[src/common/bsad_pkg.sv]
package bsad_pkg;

    localparam int BSAD_PC_W_MIN = 12;
    localparam int BSAD_PC_W_MID = 13;
    localparam int BSAD_PC_W_MAX = 14;
    localparam int BSAD_PTR_W    = 16;
    localparam int BSAD_WORD_BITS_NARROW = 5;
    localparam int BSAD_WORD_BITS_WIDE   = 6;

    // boot start per fuse pair, index is {hi, lo}
    localparam logic [3:0][13:0] BSAD_BOOT_START_12 = {14'h0F80, 14'h0F00, 14'h0E00, 14'h0C00};
    localparam logic [3:0][13:0] BSAD_BOOT_START_13 = {14'h1F80, 14'h1F00, 14'h1E00, 14'h1C00};
    localparam logic [3:0][13:0] BSAD_BOOT_START_14 = {14'h3F00, 14'h3E00, 14'h3C00, 14'h3800};
    localparam logic [13:0] BSAD_STALL_START_12 = 14'h0C00;
    localparam logic [13:0] BSAD_STALL_START_13 = 14'h1C00;
    localparam logic [13:0] BSAD_STALL_START_14 = 14'h3800;

    localparam int          BSAD_AV_ADDR_W   = 3;
    localparam logic [2:0]  BSAD_REG_POINTER = 3'h0;
    localparam logic [2:0]  BSAD_REG_COMMAND = 3'h1;
    localparam logic [2:0]  BSAD_REG_STATUS  = 3'h2;
    localparam logic [2:0]  BSAD_REG_LAYOUT  = 3'h3;
    localparam logic [2:0]  BSAD_REG_ERRORS  = 3'h4;
    localparam logic [15:0] BSAD_POINTER_RST = 16'h0000;
    localparam int          BSAD_CMD_DATA_LSB = 16;
    localparam int          BSAD_LAYOUT_STALL_LSB = 16;
    localparam int          BSAD_STAT_BUSY    = 0;
    localparam int          BSAD_STAT_REGION  = 1;
    localparam int          BSAD_STAT_HALT    = 2;
    localparam int          BSAD_STAT_FUSE_LO = 3;
    localparam int          BSAD_STAT_FUSE_HI = 4;
    localparam int          BSAD_STAT_BOOT    = 5;
    localparam int          BSAD_ERR_Z0       = 0;
    localparam int          BSAD_ERR_WORD     = 1;
    localparam int          BSAD_ERR_REFUSED  = 2;

    typedef enum logic [2:0]
    {
        BSAD_CMD_NONE     = 3'h0,
        BSAD_CMD_BUF_LOAD = 3'h1,
        BSAD_CMD_ERASE    = 3'h2,
        BSAD_CMD_WRITE    = 3'h3,
        BSAD_CMD_REENABLE = 3'h4
    } bsad_cmd_t;

    typedef enum logic [1:0]
    {
        BSAD_ST_IDLE   = 2'h0,
        BSAD_ST_RUN    = 2'h1,
        BSAD_ST_FINISH = 2'h3
    } bsad_state_t;

    function automatic logic [13:0] bsad_boot_start(input int w, input logic [1:0] fuse);
        case (w)
            BSAD_PC_W_MIN: return BSAD_BOOT_START_12[fuse];
            BSAD_PC_W_MID: return BSAD_BOOT_START_13[fuse];
            default:       return BSAD_BOOT_START_14[fuse];
        endcase
    endfunction : bsad_boot_start

    function automatic logic [13:0] bsad_stall_start(input int w);
        case (w)
            BSAD_PC_W_MIN: return BSAD_STALL_START_12;
            BSAD_PC_W_MID: return BSAD_STALL_START_13;
            default:       return BSAD_STALL_START_14;
        endcase
    endfunction : bsad_stall_start

    function automatic int bsad_word_bits(input int w);
        return (w == BSAD_PC_W_MIN) ? BSAD_WORD_BITS_NARROW : BSAD_WORD_BITS_WIDE;
    endfunction : bsad_word_bits

    // pointer bit 0 and bits above the counter width drop out
    function automatic logic [13:0] bsad_word_addr(input int w, input logic [15:0] z);
        logic [13:0] a;
        a = z[14:1];
        for (int i = 0; i < 14; i++)
        begin
            if (i >= w)
            begin
                a[i] = 1'b0;
            end
        end
        return a;
    endfunction : bsad_word_addr

    function automatic logic bsad_in_stalled(input int w, input logic [13:0] addr);
        return addr >= bsad_stall_start(w);
    endfunction : bsad_in_stalled

endpackage : bsad_pkg

[src/common/bsad_dec_if.sv]
`timescale 1ns/10ps
interface bsad_dec_if;
    logic [13:0] word_addr;
    logic [1:0]  fuse;
    logic [13:0] boot_start;
    logic [13:0] app_end;
    logic        in_stalled;
    logic        in_boot;
    logic [7:0]  page;
    logic [5:0]  word;

    modport user    (output word_addr, fuse, input boot_start, app_end, in_stalled, in_boot, page, word);
    modport decoder (input word_addr, fuse, output boot_start, app_end, in_stalled, in_boot, page, word);
endinterface : bsad_dec_if

[src/verilog/bsad_decode.sv]
`timescale 1ns/10ps
module bsad_decode
    import bsad_pkg::*;
#(
    parameter int PC_W = 14
)
(
    bsad_dec_if.decoder dec
);

    // purely combinational so classification follows the pointer at once
    always_comb
    begin
        int pb;
        pb             = bsad_word_bits(PC_W);
        dec.boot_start = bsad_boot_start(PC_W, dec.fuse);
        dec.app_end    = dec.boot_start - 14'h1;
        dec.in_boot    = dec.word_addr > dec.app_end;
        dec.in_stalled = bsad_in_stalled(PC_W, dec.word_addr);
        dec.page       = 8'(dec.word_addr >> pb);
        dec.word       = 6'(dec.word_addr & ((14'h1 << pb) - 14'h1));
    end

endmodule : bsad_decode

[src/verilog/bsad_top.sv]
// The implementer's own choices: the register addresses and register access over Avalon-MM.
`timescale 1ns/10ps
// What this block does
// - 12-bit: fuse 11,10,01,00 gives boot start F80,F00,E00,C00; application ends below.
// - 12-bit: 000-BFF reads concurrently, C00-FFF stalls, whatever the fuse.
// - 13-bit: fuse 11..00 gives boot start 1F80,1F00,1E00,1C00.
// - 13-bit: 0000-1BFF reads concurrently, 1C00-1FFF stalls.
// - 14-bit: fuse 11..00 gives boot start 3F00,3E00,3C00,3800.
// - 14-bit: 0000-37FF reads concurrently, 3800-3FFF stalls.
// - 12-bit: 32-word pages, page from pointer 12:6, word from 5:1.
// - 13-bit: 64-word pages, page from pointer 13:7, word from 6:1.
// - 14-bit: 64-word pages, page from pointer 14:7, word from 6:1.
// - pointer bits above the page field are ignored.
// - pointer bit 0 zero for stores; byte select for program reads.
// - page field picks page for erase and write; word field picks buffer word.
// - erase or write into concurrent region sets busy flag blocking its reads.
// - erase or write into stalled region halts the core throughout.
module bsad_top
    import bsad_pkg::*;
#(
    parameter int PC_W = 14
)
(
    input  wire logic        CLK,
    input  wire logic        RST,
    input  wire logic        CE,
    input  wire logic [2:0]  AV_ADDRESS,
    input  wire logic        AV_READ,
    input  wire logic        AV_WRITE,
    input  wire logic [31:0] AV_WRITEDATA,
    input  wire logic [3:0]  AV_BYTEENABLE,
    output logic      [31:0] AV_READDATA,
    output logic             AV_WAITREQUEST,
    input  wire logic        BOOT_SIZE_SEL_HI,
    input  wire logic        BOOT_SIZE_SEL_LO,
    input  wire logic        LOAD_REQ,
    input  wire logic [15:0] LOAD_POINTER,
    output logic      [13:0] LOAD_WORD_ADDR,
    output logic             LOAD_BYTE_SEL,
    output logic             LOAD_GRANT,
    output logic             LOAD_STALL,
    input  wire logic        FLASH_DONE,
    output logic             FLASH_ERASE,
    output logic             FLASH_WRITE,
    output logic             FLASH_BUF_LOAD,
    output logic      [7:0]  FLASH_PAGE,
    output logic      [5:0]  FLASH_WORD,
    output logic      [15:0] FLASH_DATA,
    output logic             CORE_HALT,
    output logic      [13:0] BOOT_RESET_ADDR
);

    if (PC_W < BSAD_PC_W_MIN || PC_W > BSAD_PC_W_MAX)
    begin : g_bad_width
        $error("bsad_top: PC_W must be 12, 13 or 14");
    end

    bsad_state_t  state_reg;
    bsad_state_t  state_next;
    logic [15:0]  pointer_reg;
    logic [1:0]   fuse_reg;
    logic         region_busy_reg;
    logic         halt_reg;
    logic [2:0]   err_reg;
    logic         wait_reg;
    logic [31:0]  rdata_reg;
    logic [31:0]  rdata_next;

    bsad_dec_if dec_bus ();

    bsad_decode #(
        .PC_W (PC_W)
    ) u_decode (
        .dec (dec_bus)
    );

    assign dec_bus.word_addr = bsad_word_addr(PC_W, pointer_reg);
    assign dec_bus.fuse      = fuse_reg;

    logic      av_req;
    logic      av_take;
    logic      cmd_take;
    bsad_cmd_t cmd;
    logic      idle;
    logic      go_erase;
    logic      go_write;
    logic      go_prog;
    logic      go_buf;
    logic      go_reenable;
    logic      refuse;
    logic      word_bad;
    logic [13:0] load_addr;
    logic        load_stalled;

    assign av_req       = AV_READ || AV_WRITE;
    assign av_take      = CE && av_req && !wait_reg;
    assign cmd_take     = av_take && AV_WRITE && AV_ADDRESS == BSAD_REG_COMMAND && AV_BYTEENABLE[0];
    assign cmd          = bsad_cmd_t'(AV_WRITEDATA[2:0]);
    assign idle         = state_reg == BSAD_ST_IDLE;
    assign word_bad     = dec_bus.word != 6'h00;
    assign go_erase     = cmd_take && idle && cmd == BSAD_CMD_ERASE;
    assign go_write     = cmd_take && idle && cmd == BSAD_CMD_WRITE && !word_bad;
    assign go_prog      = go_erase || go_write;
    assign go_buf       = cmd_take && idle && cmd == BSAD_CMD_BUF_LOAD;
    assign go_reenable  = cmd_take && idle && cmd == BSAD_CMD_REENABLE;
    // any command other than BSAD_CMD_NONE is turned away during an operation
    assign refuse       = cmd_take && cmd != BSAD_CMD_NONE && (!idle || (cmd == BSAD_CMD_WRITE && word_bad));
    assign load_addr    = bsad_word_addr(PC_W, LOAD_POINTER);
    assign load_stalled = bsad_in_stalled(PC_W, load_addr);

    // fuse pair is a strap, caught while reset is held
    always_ff @(posedge CLK)
    begin
        if (RST)
        begin
            fuse_reg <= {BOOT_SIZE_SEL_HI, BOOT_SIZE_SEL_LO};
        end
    end

    always_ff @(posedge CLK)
    begin
        if (RST)
        begin
            BOOT_RESET_ADDR <= 14'h0000;
        end
        else if (CE)
        begin
            BOOT_RESET_ADDR <= dec_bus.boot_start;
        end
    end

    // bus slave: every access waits exactly one cycle while CE is high
    always_ff @(posedge CLK)
    begin
        if (RST)
        begin
            wait_reg <= 1'b1;
        end
        else if (CE)
        begin
            wait_reg <= !(av_req && wait_reg);
        end
    end

    always_comb
    begin
        rdata_next = 32'h0000_0000;
        case (AV_ADDRESS)
            BSAD_REG_POINTER: rdata_next[15:0] = pointer_reg;
            BSAD_REG_STATUS:
            begin
                rdata_next[BSAD_STAT_BUSY]    = !idle;
                rdata_next[BSAD_STAT_REGION]  = region_busy_reg;
                rdata_next[BSAD_STAT_HALT]    = halt_reg;
                rdata_next[BSAD_STAT_FUSE_LO] = fuse_reg[0];
                rdata_next[BSAD_STAT_FUSE_HI] = fuse_reg[1];
                rdata_next[BSAD_STAT_BOOT]    = dec_bus.in_boot;
            end
            BSAD_REG_LAYOUT:
            begin
                rdata_next[13:0] = dec_bus.boot_start;
                rdata_next[BSAD_LAYOUT_STALL_LSB +: 14] = bsad_stall_start(PC_W);
            end
            BSAD_REG_ERRORS:  rdata_next[2:0] = err_reg;
            default:          rdata_next = 32'h0000_0000;
        endcase
    end

    always_ff @(posedge CLK)
    begin
        if (RST)
        begin
            rdata_reg <= 32'h0000_0000;
        end
        else if (CE && av_req && wait_reg)
        begin
            rdata_reg <= rdata_next;
        end
    end

    assign AV_READDATA    = rdata_reg;
    assign AV_WAITREQUEST = wait_reg;

    always_ff @(posedge CLK)
    begin
        if (RST)
        begin
            pointer_reg <= BSAD_POINTER_RST;
        end
        else if (av_take && AV_WRITE && AV_ADDRESS == BSAD_REG_POINTER)
        begin
            if (AV_BYTEENABLE[0])
            begin
                pointer_reg[7:0] <= AV_WRITEDATA[7:0];
            end
            if (AV_BYTEENABLE[1])
            begin
                pointer_reg[15:8] <= AV_WRITEDATA[15:8];
            end
        end
    end

    // errors are write-one-to-clear; a new event wins over the clear
    always_ff @(posedge CLK)
    begin
        if (RST)
        begin
            err_reg <= 3'h0;
        end
        else if (CE)
        begin
            for (int i = 0; i < 3; i++)
            begin
                if (av_take && AV_WRITE && AV_ADDRESS == BSAD_REG_ERRORS && AV_BYTEENABLE[0] && AV_WRITEDATA[i])
                begin
                    err_reg[i] <= 1'b0;
                end
            end
            if ((go_prog || go_buf) && pointer_reg[0])
            begin
                err_reg[BSAD_ERR_Z0] <= 1'b1;
            end
            if (cmd_take && cmd == BSAD_CMD_WRITE && word_bad)
            begin
                err_reg[BSAD_ERR_WORD] <= 1'b1;
            end
            if (refuse)
            begin
                err_reg[BSAD_ERR_REFUSED] <= 1'b1;
            end
        end
    end

    always_comb
    begin
        state_next = state_reg;
        case (state_reg)
            BSAD_ST_IDLE:
            begin
                if (go_prog)
                begin
                    state_next = BSAD_ST_RUN;
                end
            end
            BSAD_ST_RUN:
            begin
                if (FLASH_DONE)
                begin
                    state_next = BSAD_ST_FINISH;
                end
            end
            BSAD_ST_FINISH: state_next = BSAD_ST_IDLE;
            default:        state_next = BSAD_ST_IDLE;
        endcase
    end

    always_ff @(posedge CLK)
    begin
        if (RST)
        begin
            state_reg <= BSAD_ST_IDLE;
        end
        else if (CE)
        begin
            state_reg <= state_next;
        end
    end

    // flash strobes, one cycle each
    always_ff @(posedge CLK)
    begin
        if (RST)
        begin
            FLASH_ERASE    <= 1'b0;
            FLASH_WRITE    <= 1'b0;
            FLASH_BUF_LOAD <= 1'b0;
            FLASH_PAGE     <= 8'h00;
            FLASH_WORD     <= 6'h00;
            FLASH_DATA     <= 16'h0000;
        end
        else if (CE)
        begin
            FLASH_ERASE    <= go_erase;
            FLASH_WRITE    <= go_write;
            FLASH_BUF_LOAD <= go_buf;
            if (go_prog)
            begin
                FLASH_PAGE <= dec_bus.page;
            end
            if (go_buf)
            begin
                FLASH_WORD <= dec_bus.word;
                FLASH_DATA <= AV_WRITEDATA[BSAD_CMD_DATA_LSB +: 16];
            end
        end
    end

    // a buffer load also drops the busy flag, as a re-enable would
    always_ff @(posedge CLK)
    begin
        if (RST)
        begin
            region_busy_reg <= 1'b0;
        end
        else if (CE)
        begin
            if (go_prog && !dec_bus.in_stalled)
            begin
                region_busy_reg <= 1'b1;
            end
            else if (go_reenable || go_buf)
            begin
                region_busy_reg <= 1'b0;
            end
        end
    end

    always_ff @(posedge CLK)
    begin
        if (RST)
        begin
            halt_reg  <= 1'b0;
            CORE_HALT <= 1'b0;
        end
        else if (CE)
        begin
            if (go_prog && dec_bus.in_stalled)
            begin
                halt_reg  <= 1'b1;
                CORE_HALT <= 1'b1;
            end
            else if (state_reg == BSAD_ST_RUN && FLASH_DONE)
            begin
                halt_reg  <= 1'b0;
                CORE_HALT <= 1'b0;
            end
        end
    end

    // program-memory reads from the core, answered next cycle
    always_ff @(posedge CLK)
    begin
        if (RST)
        begin
            LOAD_WORD_ADDR <= 14'h0000;
            LOAD_BYTE_SEL  <= 1'b0;
            LOAD_GRANT     <= 1'b0;
            LOAD_STALL     <= 1'b0;
        end
        else if (CE)
        begin
            LOAD_GRANT <= 1'b0;
            LOAD_STALL <= 1'b0;
            if (LOAD_REQ)
            begin
                LOAD_WORD_ADDR <= load_addr;
                LOAD_BYTE_SEL  <= LOAD_POINTER[0];
                LOAD_STALL     <= region_busy_reg && !load_stalled;
                LOAD_GRANT     <= !(region_busy_reg && !load_stalled);
            end
        end
    end
endmodule : bsad_top

[config.mk]
export PLATFORM = sky130hd
export DESIGN_NAME = bsad_top
export DESIGN_NICKNAME = d
export VERILOG_FILES = /design/src/common/bsad_pkg.sv /design/src/common/bsad_dec_if.sv /design/src/verilog/bsad_decode.sv /design/src/verilog/bsad_top.sv
export SDC_FILE = /design/constraint.sdc
export NUM_CORES = 1
export LEC_CHECK = 0
export ABC_AREA = 1
export BUFFER_PORTS_ARGS = -buffer_cell sky130_fd_sc_hd__buf_2
export CORE_ASPECT_RATIO = 0.6
export CORE_MARGIN = 2
export CORE_UTILIZATION = 45
export CTS_CLUSTER_DIAMETER = 80
export CTS_CLUSTER_SIZE = 16
export DETAILED_ROUTE_END_ITERATION = 10
export HOLD_SLACK_MARGIN = 0.05
export PLACE_DENSITY = 0.73
export SYNTH_ARGS = -nofsm -noshare
export SYNTH_HDL_FRONTEND = slang
export SYNTH_HIERARCHICAL = 1
export SYNTH_SLANG_ARGS = --single-unit
[constraint.sdc]
create_clock -name CLK -period 1.9 [get_ports CLK]
set_input_delay 0.19 -clock CLK [delete_from_list [all_inputs] [get_ports CLK]]
set_output_delay 0.19 -clock CLK [all_outputs]
set_load 0.02 [all_outputs]
Yosys cells after proc, flatten, opt, wreduce, memory -nomap -nowiden
Index checks and enable logic that the tools add are counted.
{"block": "word_totals", "register_bits": 120, "out_inout_bits": 98, "input_bits": 64, "word_cells": 121}
{"block": "classes", "addsub": 1, "muxes": 22, "n_eq_ne": 11, "magnitude_cmp": 4, "n_reduce_logical": 61}
{"operator": "1-bit logical AND", "n": 29}
{"operator": "14-bit binary-select mux with 2-bit select", "n": 1}
{"operator": "14-bit greater-or-equal comparator, second input constant", "n": 2}
{"operator": "14-bit 2-to-1 mux", "n": 2}
{"operator": "2-bit AND reduction", "n": 10}
{"operator": "8-bit one-hot mux with 2 select lines", "n": 1}
{"operator": "14-bit > comparator", "n": 1}
{"operator": "14-bit by 1-bit subtractor with 14-bit output, second input constant", "n": 1}
{"operator": "3-bit by 2-bit equality test with 1-bit output, second input constant", "n": 4}
{"operator": "1-bit 2-to-1 mux", "n": 12}
{"operator": "3-bit one-hot mux with 4 select lines", "n": 1}
{"operator": "2-bit nonzero test", "n": 5}
{"operator": "3-bit one-hot mux with 3 select lines", "n": 1}
{"operator": "1-bit zero test", "n": 7}
{"operator": "3-bit by 1-bit equality test with 1-bit output, second input constant", "n": 2}
{"operator": "3-bit equality test, second input constant", "n": 2}
{"operator": "2-bit 2-to-1 mux", "n": 3}
{"operator": "6-bit nonzero test", "n": 1}
{"operator": "1-bit logical OR", "n": 5}
{"operator": "2-bit one-hot mux with 2 select lines", "n": 1}
{"operator": "3-bit zero test", "n": 1}
{"operator": "2-bit by 3-bit less-than comparator with 1-bit output, second input constant", "n": 1}
{"operator": "3-bit AND reduction", "n": 1}
{"operator": "3-bit nonzero test", "n": 1}
{"operator": "other kinds (4)", "n": 4}

Logic depth before layout (Yosys ltp)
Gate-level depths: netlist (run 1).
{"block": "logic_depth", "word_depth": 14, "depth_mapped": 14, "depth_no_buf": 14}

Hierarchy
Netlist (run 1), hierarchy kept.
{"module": "bsad_top", "instances": 1, "cells_per_inst": 552, "seq_area_each_um2": 2162.1, "area_each_um2": 4199.0}
{"module": "bsad_decode", "instances": 1, "cells_per_inst": 80, "seq_area_each_um2": 0.0, "area_each_um2": 484.2}

Least setup slack after synthesis (run 1)
No wires, ideal clock.
{"block": "synth_path", "path_kind": "register -> register", "from": "register fuse_reg[1] (netlist: dec_bus.fuse[1])", "to": "register rdata_reg[5] (netlist: AV_READDATA[5])", "arrival_ps": 1375, "path_stages_with_launch": 13, "setup_ps": 132, "setup_slack_ps": 393, "period_less_slack_ps": 1507, "required_time_ps": 1768, "path_buffers": 0, "cell_sequence": "edfxtp_1 -> nand2_1 -> inv_1 -> ha_1 -> nand2_1 -> nor2_1 -> nand2_1 -> nor2_2 -> nor2_2 -> nand2_1 -> o211ai_1 -> nand2_1 -> a21oi_1"}
{"block": "synth_between", "elab_chain_cells": 5}
{"element": "start: declaration", "line": "bsad_top.sv:61", "text": "logic [1:0] fuse_reg;"}
{"element": "start signal: assignment", "line": "bsad_top.sv:116", "text": "fuse_reg <= {BOOT_SIZE_SEL_HI, BOOT_SIZE_SEL_LO};"}
{"element": "14-bit binary-select mux with 2-bit select", "line": "bsad_pkg.sv:57", "text": "default: return BSAD_BOOT_START_14[fuse];"}
{"element": "14-bit 2-to-1 mux (not written as such)", "line": "bsad_pkg.sv:57"}
{"element": "14-bit by 1-bit subtractor with 14-bit output", "line": "bsad_decode.sv:17", "text": "dec.app_end = dec.boot_start - 14'h1;"}
{"element": "named net dec_bus.app_end[9]", "line": "bsad_dec_if.sv:6", "text": "logic [13:0] app_end;"}
{"element": "14-bit > comparator", "line": "bsad_decode.sv:18", "text": "dec.in_boot = dec.word_addr > dec.app_end;"}
{"element": "named net dec_bus.in_boot", "line": "bsad_dec_if.sv:8", "text": "logic in_boot;"}
{"element": "3-bit one-hot mux with 3 select lines", "line": "bsad_top.sv:148", "text": "case (AV_ADDRESS)"}
{"element": "end signal: assignment", "line": "bsad_top.sv:177", "text": "rdata_reg <= rdata_next;"}
{"element": "end: declaration", "line": "bsad_top.sv:66", "text": "logic [31:0] rdata_reg;"}
The timed path passes the listed nets, and every way through them passes these cells. The select of a mux whose other input is x is not followed.
A chain may end at the register's enable or synchronous reset.

Worst setup path after layout (run 1)
Same ends and word-level chain as after synthesis.

==> impl_metrics.csv, run 1 <==
group,metric,value,unit
run_status,status,"complete, no violations",
worst_setup_path,regToRegStartpoint,"dec_bus.fuse[1]$_DFFE_PP_",
timing,setup_tns,0,ns
worst_setup_path,cp.arrival,2.04,ns
clock_network,clkLatencyLatePin,0.34,ns
worst_hold_path,whs_endpoint,"pointer_reg[7]$_SDFFE_PP0P_",
power_and_ir_drop,p_leak,0.00254,µW
layout,fin_util,0.562,
worst_setup_path,cp-end-kind,"flop",
route,dr.first_iter.drc_count,317,
timing,worst_slack,0.132,ns
die,start_util,0.464,
timing,setup_viol,0,
route,avgRoutedWirePerCell,13.8,µm
die,fp.coreArea,0.00991,mm²
synth,syn_area,0.00460,mm²
timing,hold_violations,0,
layout,layout-drive-gt1-share,0.251,
synth,synth-warning-count,6,
clock_network,clockRootBuffer,"clkbuf_16",
worst_setup_path,critPathMaxFanout,6,
worst_setup_path,ff2ff_setup_slack,0.13,ns
die,dieArea,0.0111,mm²
flow_run,max-cap-violations,0,
clock_network,cts_max_path_buffers,2,
power_and_ir_drop,power_density,858,mW/mm²
power_and_ir_drop,p_switching,1110,µW
clock_network,cts_made_buffers,9,
global_route,grt_pass1_vias,3671,
power_and_ir_drop,p_comb_frac,0.095,
synth,avgSynthCellArea,7.41,µm²
timing,fin_crit,1.77,ns
worst_hold_path,hold_path.class,"in2reg",
power_and_ir_drop,p_int,3670,µW
die,rows,28,
placement,post_dp_cell_area,0.00522,mm²
global_route,antenna_found_initial,0,
global_route,grt_max_degree,57,
worst_setup_path,r2r.worst_path.cells,13,
layout,nFillCells,939,
route,drtAntennaViolNets,0,
timing,drv_slew,0,
global_route,grt_first_pass_wirelength,18700,µm
placement,globalplace.congestion,0.870,
timing,fin_crit_sh,0.930,
clock_network,cts.sinks,107,
route,vias,4333,
layout,diodes,0,
timing,finalClockSkew,0.00774,ns
power_and_ir_drop,ir_drop,0.000472,V
layout,stdcell_area,0.00557,mm²
clock_network,htree_levels,3,
power_and_ir_drop,switching_share,0.233,
clock_network,cts_tree,"done",
placement,pre_cts_slack,0.174,ns
layout,area_growth,21.0,%
clock_network,clk_pin_slew_worst_paths,0.06,ns
timing,max-slew-margin-rel,0.611,
worst_setup_path,worstSetupPathType,"reg2reg",
placement,dp_hpwl,8940,µm
synth,synthCells,621,
die,dieHeight,82.4,µm
power_and_ir_drop,pwr-share-seq,0.489,
global_route,gr-total-overflow,0,
layout,fin_cells,881,
worst_setup_path,r2r-end,"AV_READDATA[5]$_SDFFE_PP0P_",
layout,largest_reg_flops,17,
placement,placed_cells,863,
timing,fmax,566,MHz
global_route,grtUsageTotal,0.215,
timing,tightest_slew,0.581,ns
worst_setup_path,worst_ep_required_time,2.17,ns
placement,port_buffers,145,
route,dr.pass1.iters,5,
route,viasPerCell,4.92,
die,io_pins,162,
die,fp.dieW,135,µm
worst_hold_path,hold_path_depth,3,
layout,nNetsFinal,811,
route,drc,0,
route,wirelength,12100,µm
worst_setup_path,cp-start-kind,"flop",
power_and_ir_drop,power.share.clock,0.416,
worst_hold_path,min_from,"AV_WRITEDATA[7]",
## worst max path at each step
| stage | to | startpoint | slack, ns |
|---|---|---|---|
| CTS | AV_READDATA[5]$_SDFFE_PP0P_ | dec_bus.fuse[1]$_DFFE_PP_ | 0.13 |
| finish | AV_READDATA[5]$_SDFFE_PP0P_ | dec_bus.fuse[1]$_DFFE_PP_ | 0.13 |
| global placement | AV_READDATA[5]$_SDFFE_PP0P_ | dec_bus.fuse[1]$_DFFE_PP_ | 0.19 |
| detailed placement | AV_READDATA[5]$_SDFFE_PP0P_ | dec_bus.fuse[1]$_DFFE_PP_ | 0.17 |
| global route | AV_READDATA[5]$_SDFFE_PP0P_ | dec_bus.fuse[1]$_DFFE_PP_ | -0.05 |
| floorplan | AV_READDATA[5]$_SDFFE_PP0P_ | dec_bus.fuse[1]$_DFFE_PP_ | 0.39 |
## per-layer routing
layer | wire length (µm) | global-route usage | vias to the layer above
met4 | 82 | 0.0537 | 0
met2 | 4970 | 0.318 | 189
met1 | 5980 | 0.312 | 1948
li1 | - | - | 2188
met3 | 1080 | 0.0574 | 8
met5 | 0 | 0 | -
## final cells by class
| class | count | area (µm²) | area share |
|---|---|---|---|
| Clock inverter | 2 | 60.1 | 0.0108 |
| Sequential cell | 107 | 2160 | 0.388 |
| Inverter | 43 | 161 | 0.0290 |
| Multi-Input combinational cell | 422 | 1920 | 0.344 |
| Timing Repair Buffer | 160 | 843 | 0.151 |
| Tap cell | 135 | 169 | 0.0303 |
| Clock buffer | 12 | 256 | 0.0460 |
## power by group through the flow
stage	Sequential, µW	Combinational (µW)	Clock, µW
3_5_place_dp	2390	439	0
3_3_place_gp	2380	433	0
2_1_floorplan	2450	250	0
5_1_grt	2340	509	2110
6_report	2340	457	1990
4_1_cts	2340	445	2030
## critical path, cell delays in order, from the launching register on
cell      delay, ns
edfxtp_1       0.49
nand2_1        0.13
inv_1          0.05
ha_1           0.30
nand2_1        0.05
nand2_1        0.05
nand2_1        0.05
nand2_1        0.05
inv_1          0.04
nor2_2         0.09
nand2_1        0.06
o211ai_1       0.11
nand2_1        0.09
a21oi_2        0.13
## metrics by stage
stage	total power [µW]	hold WS, ns
floorplan	2700	0.289
global placement	2820	0.387
detailed placement	2830	0.388
CTS	4820	0.0890
global route	4960	0.111
finish	4780	0.101
## what timing repair did
item / 4_1_cts / 5_1_grt
buffers inserted: 0 / 2
hold buffers: 2 / 0
setup endpoints to repair: 0 / 1
resized for setup: 0 / 1
hold endpoints to repair: 2 / 0
## placed cells by master, fill, tap and decap left out, types with 3 or more instances in the layout
cell,n
a21oi_1,54
a31oi_1,8
buf_2,145
buf_4,13
clkbuf_16,9
conb_1,24
dfxtp_1,105
ha_1,4
inv_1,39
inv_2,3
nand2_1,112
nand3_1,26
nor2_1,101
nor2_2,5
nor3_1,3
o21ai_0,62
o21ai_1,6
Note: power is estimated with default switching activity, not from simulation.
==> inputs of run 2 (changes only) <==
Settings changed: BUFFER_PORTS_ARGS -buffer_cell sky130_fd_sc_hd__buf_2 to default, DONT_BUFFER_PORTS from default to 1, PLACE_DENSITY 0.73 to default, SLEW_MARGIN from default to 15.
==> run 2 against run 1 <==
Net effect: worst setup slack improved by 0.050 ns; count of clock-buffer cells in the layout is 1 lower; worst hold slack got worse by 0.038 ns; critical path type unchanged; via count fell by 6.2%; largest power group unchanged; clock skew decreased by 0.0010 ns; critical endpoint is now halt_reg$_SDFFE_PP0P_; flip-flop and latch count stayed put.
==> impl_metrics.csv, run 2 (synthesis gave the netlist of run 1 again) <==
group,metric,value,unit
run_status,status,"complete, no violations",
clock_network,htree_levels,3,
route,viasPerCell,5.15,
global_route,grt_max_degree,52,
global_route,gr-usage-met3,0.0934,
die,io_pins,162,
power_and_ir_drop,p_comb_frac,0.081,
placement,pre_cts_slack,0.156,ns
route,drtAntennaViolNets,0,
layout,regArea,0.00216,mm²
die,rows,28,
placement,globalplace.congestion,0.847,
route,dr.pass1.iters,6,
die,fp.coreArea,0.00991,mm²
worst_setup_path,worstSetupPathType,"reg2reg",
timing,hold_violations,0,
power_and_ir_drop,switching_share,0.254,
worst_setup_path,r2r.worst_path.cells,7,
power_and_ir_drop,power.share.clock,0.395,
die,fp.dieW,135,µm
power_and_ir_drop,p_switching,1160,µW
route,vias,4065,
placement,dp_hpwl,8750,µm
layout,multi_input_area,0.00192,mm²
timing,setup_viol,0,
die,dieHeight,82.4,µm
clock_network,clkLatencyLatePin,0.35,ns
die,dieArea,0.0111,mm²
layout,diodes,0,
worst_setup_path,worst_ep_required_time,2.13,ns
timing,finalClockSkew,0.00674,ns
clock_network,clk_pin_slew_worst_paths,0.07,ns
timing,setup_tns,0,ns
die,start_util,0.464,
worst_setup_path,ff2ff_setup_slack,0.18,ns
worst_hold_path,hold_path.class,"in2reg",
flow_run,max-cap-violations,0,
power_and_ir_drop,p_int,3420,µW
worst_hold_path,min_from,"AV_WRITEDATA[0]",
timing,fmax,582,MHz
worst_setup_path,cp.arrival,1.94,ns
layout,nNetsFinal,717,
timing,tightest_slew,0.613,ns
layout,nFillCells,956,
clock_network,cts_max_path_buffers,2,
worst_setup_path,r2r-end,"halt_reg$_SDFFE_PP0P_",
route,drc,0,
clock_network,clockRootBuffer,"clkbuf_16",
clock_network,cts.sinks,107,
timing,fin_crit_sh,0.904,
timing,fin_crit,1.72,ns
layout,layout-drive-gt1-share,0.0688,
worst_setup_path,regToRegStartpoint,"pointer_reg[2]$_SDFFE_PP0P_",
worst_hold_path,hold_path_depth,3,
global_route,grtUsageTotal,0.228,
timing,drv_slew,0,
route,wirelength,13000,µm
timing,max-slew-margin-rel,0.590,
worst_setup_path,critPathMaxFanout,11,
worst_setup_path,cp-start-kind,"flop",
layout,final_cell_mix,"112 x nand2_1, 105 x dfxtp_1, 101 x nor2_1",
route,avgRoutedWirePerCell,16.4,µm
clock_network,cts_tree,"done",
global_route,met2_usage,0.312,
route,dr.first_iter.drc_count,287,
worst_hold_path,whs_endpoint,"FLASH_ERASE$_SDFFE_PP0P_",
global_route,grt_first_pass_wirelength,19000,µm
timing,worst_slack,0.182,ns
power_and_ir_drop,pwr-share-seq,0.524,
global_route,antenna_found_initial,0,
worst_setup_path,cp-end-kind,"flop",
timing,rsz0062_at_grt,"false",
global_route,use_met1,0.332,
power_and_ir_drop,ir_drop,0.000424,V
placement,port_buffers,0,
layout,largest_reg_flops,17,
placement,post_dp_cell_area,0.00451,mm²
global_route,gr-total-overflow,0,
clock_network,cts_made_buffers,9,
power_and_ir_drop,p_leak,0.00207,µW
global_route,grt_pass1_vias,3526,
layout,layout_commonest_cell,"nand2_1",
layout,area_growth,15.9,%
global_route,top_usage_layer,"met1",
layout,stdcell_area,0.00534,mm²
power_and_ir_drop,power_density,859,mW/mm²
[run 2: cell types whose count changed in the layout (fill, tap and decap cells not counted), sizes merged]
cell and delta:
buf -143, inv +1, dlygate4sd3 +49, clkinvlp +1, clkinv +3, clkbuf -1
bufinv -2
[run 2: through the flow]
stage / hold WS (ns) / power, µW / cells / utilization
final: 0.0632 / 4580 / 789 / 0.538
after global routing: 0.0705 / 4760 / 789 / 0.538
after CTS: 0.0525 / 4620 / 788 / 0.537
after detailed placement: 0.271 / 2700 / 720 / 0.454
after global placement: 0.266 / 2690 / 720 / 0.454
after floorplan: 0.289 / 2700 / 642 / -
[run 2: area by class of cell]
type                            count  area share
Sequential cell                   107       0.405
Multi-Input combinational cell    422       0.360
Timing Repair Buffer               66       0.119
Clock buffer                       11      0.0476
Tap cell                          135      0.0316
Inverter                           43      0.0302
Clock inverter                      5     0.00656
[run 2: worst max-delay path: stages (launching register included)]
cell and delay [ns]:
dfxtp_1 0.41, nor2_1 0.07, nand3_1 0.16, nor2_1 0.09, o21ai_2 0.45, inv_2 0.22
nand2_1 0.12, a21oi_1 0.06
[run 2: power by group through the flow]
stage               sequential (µW)  combinational (µW)  clock (µW)
global placement               2450                 234           0
CTS                            2400                 352        1870
floorplan                      2450                 250           0
detailed placement             2460                 240           0
finish                         2400                 371        1810
global route                   2410                 410        1940
[run 2: routing by layer]
layer | vias to the layer above | part of all wire | wire (µm)
li1 | 1998 | - | -
met1 | 1862 | 0.48 | 6200
met2 | 197 | 0.39 | 5090
met3 | 8 | 0.12 | 1590
met4 | 0 | 0.0072 | 93
met5 | - | 0 | 0
[run 2: what timing repair did]
item / in CTS / in global routing
hold buffers: 52 / 0
setup endpoints to repair: 0 / 6
endpoints found under the hold margin: 98 / 0
gates resized for setup: 0 / 1
setup buffers: 0 / 1
[run 2: worst max-delay path by stage]
stage	cells after the start	to	from	slack, ns
final	7	halt_reg$_SDFFE_PP0P_	pointer_reg[2]$_SDFFE_PP0P_	0.18
after global placement	7	FLASH_PAGE[6]$_SDFFE_PP0P_	pointer_reg[2]$_SDFFE_PP0P_	0.18
after floorplan	12	AV_READDATA[5]$_SDFFE_PP0P_	dec_bus.fuse[1]$_DFFE_PP_	0.39
after CTS	12	AV_READDATA[5]$_SDFFE_PP0P_	dec_bus.fuse[1]$_DFFE_PP_	0.14
after global routing	7	FLASH_PAGE[6]$_SDFFE_PP0P_	pointer_reg[2]$_SDFFE_PP0P_	0.0001
after detailed placement	12	AV_READDATA[5]$_SDFFE_PP0P_	dec_bus.fuse[1]$_DFFE_PP_	0.16
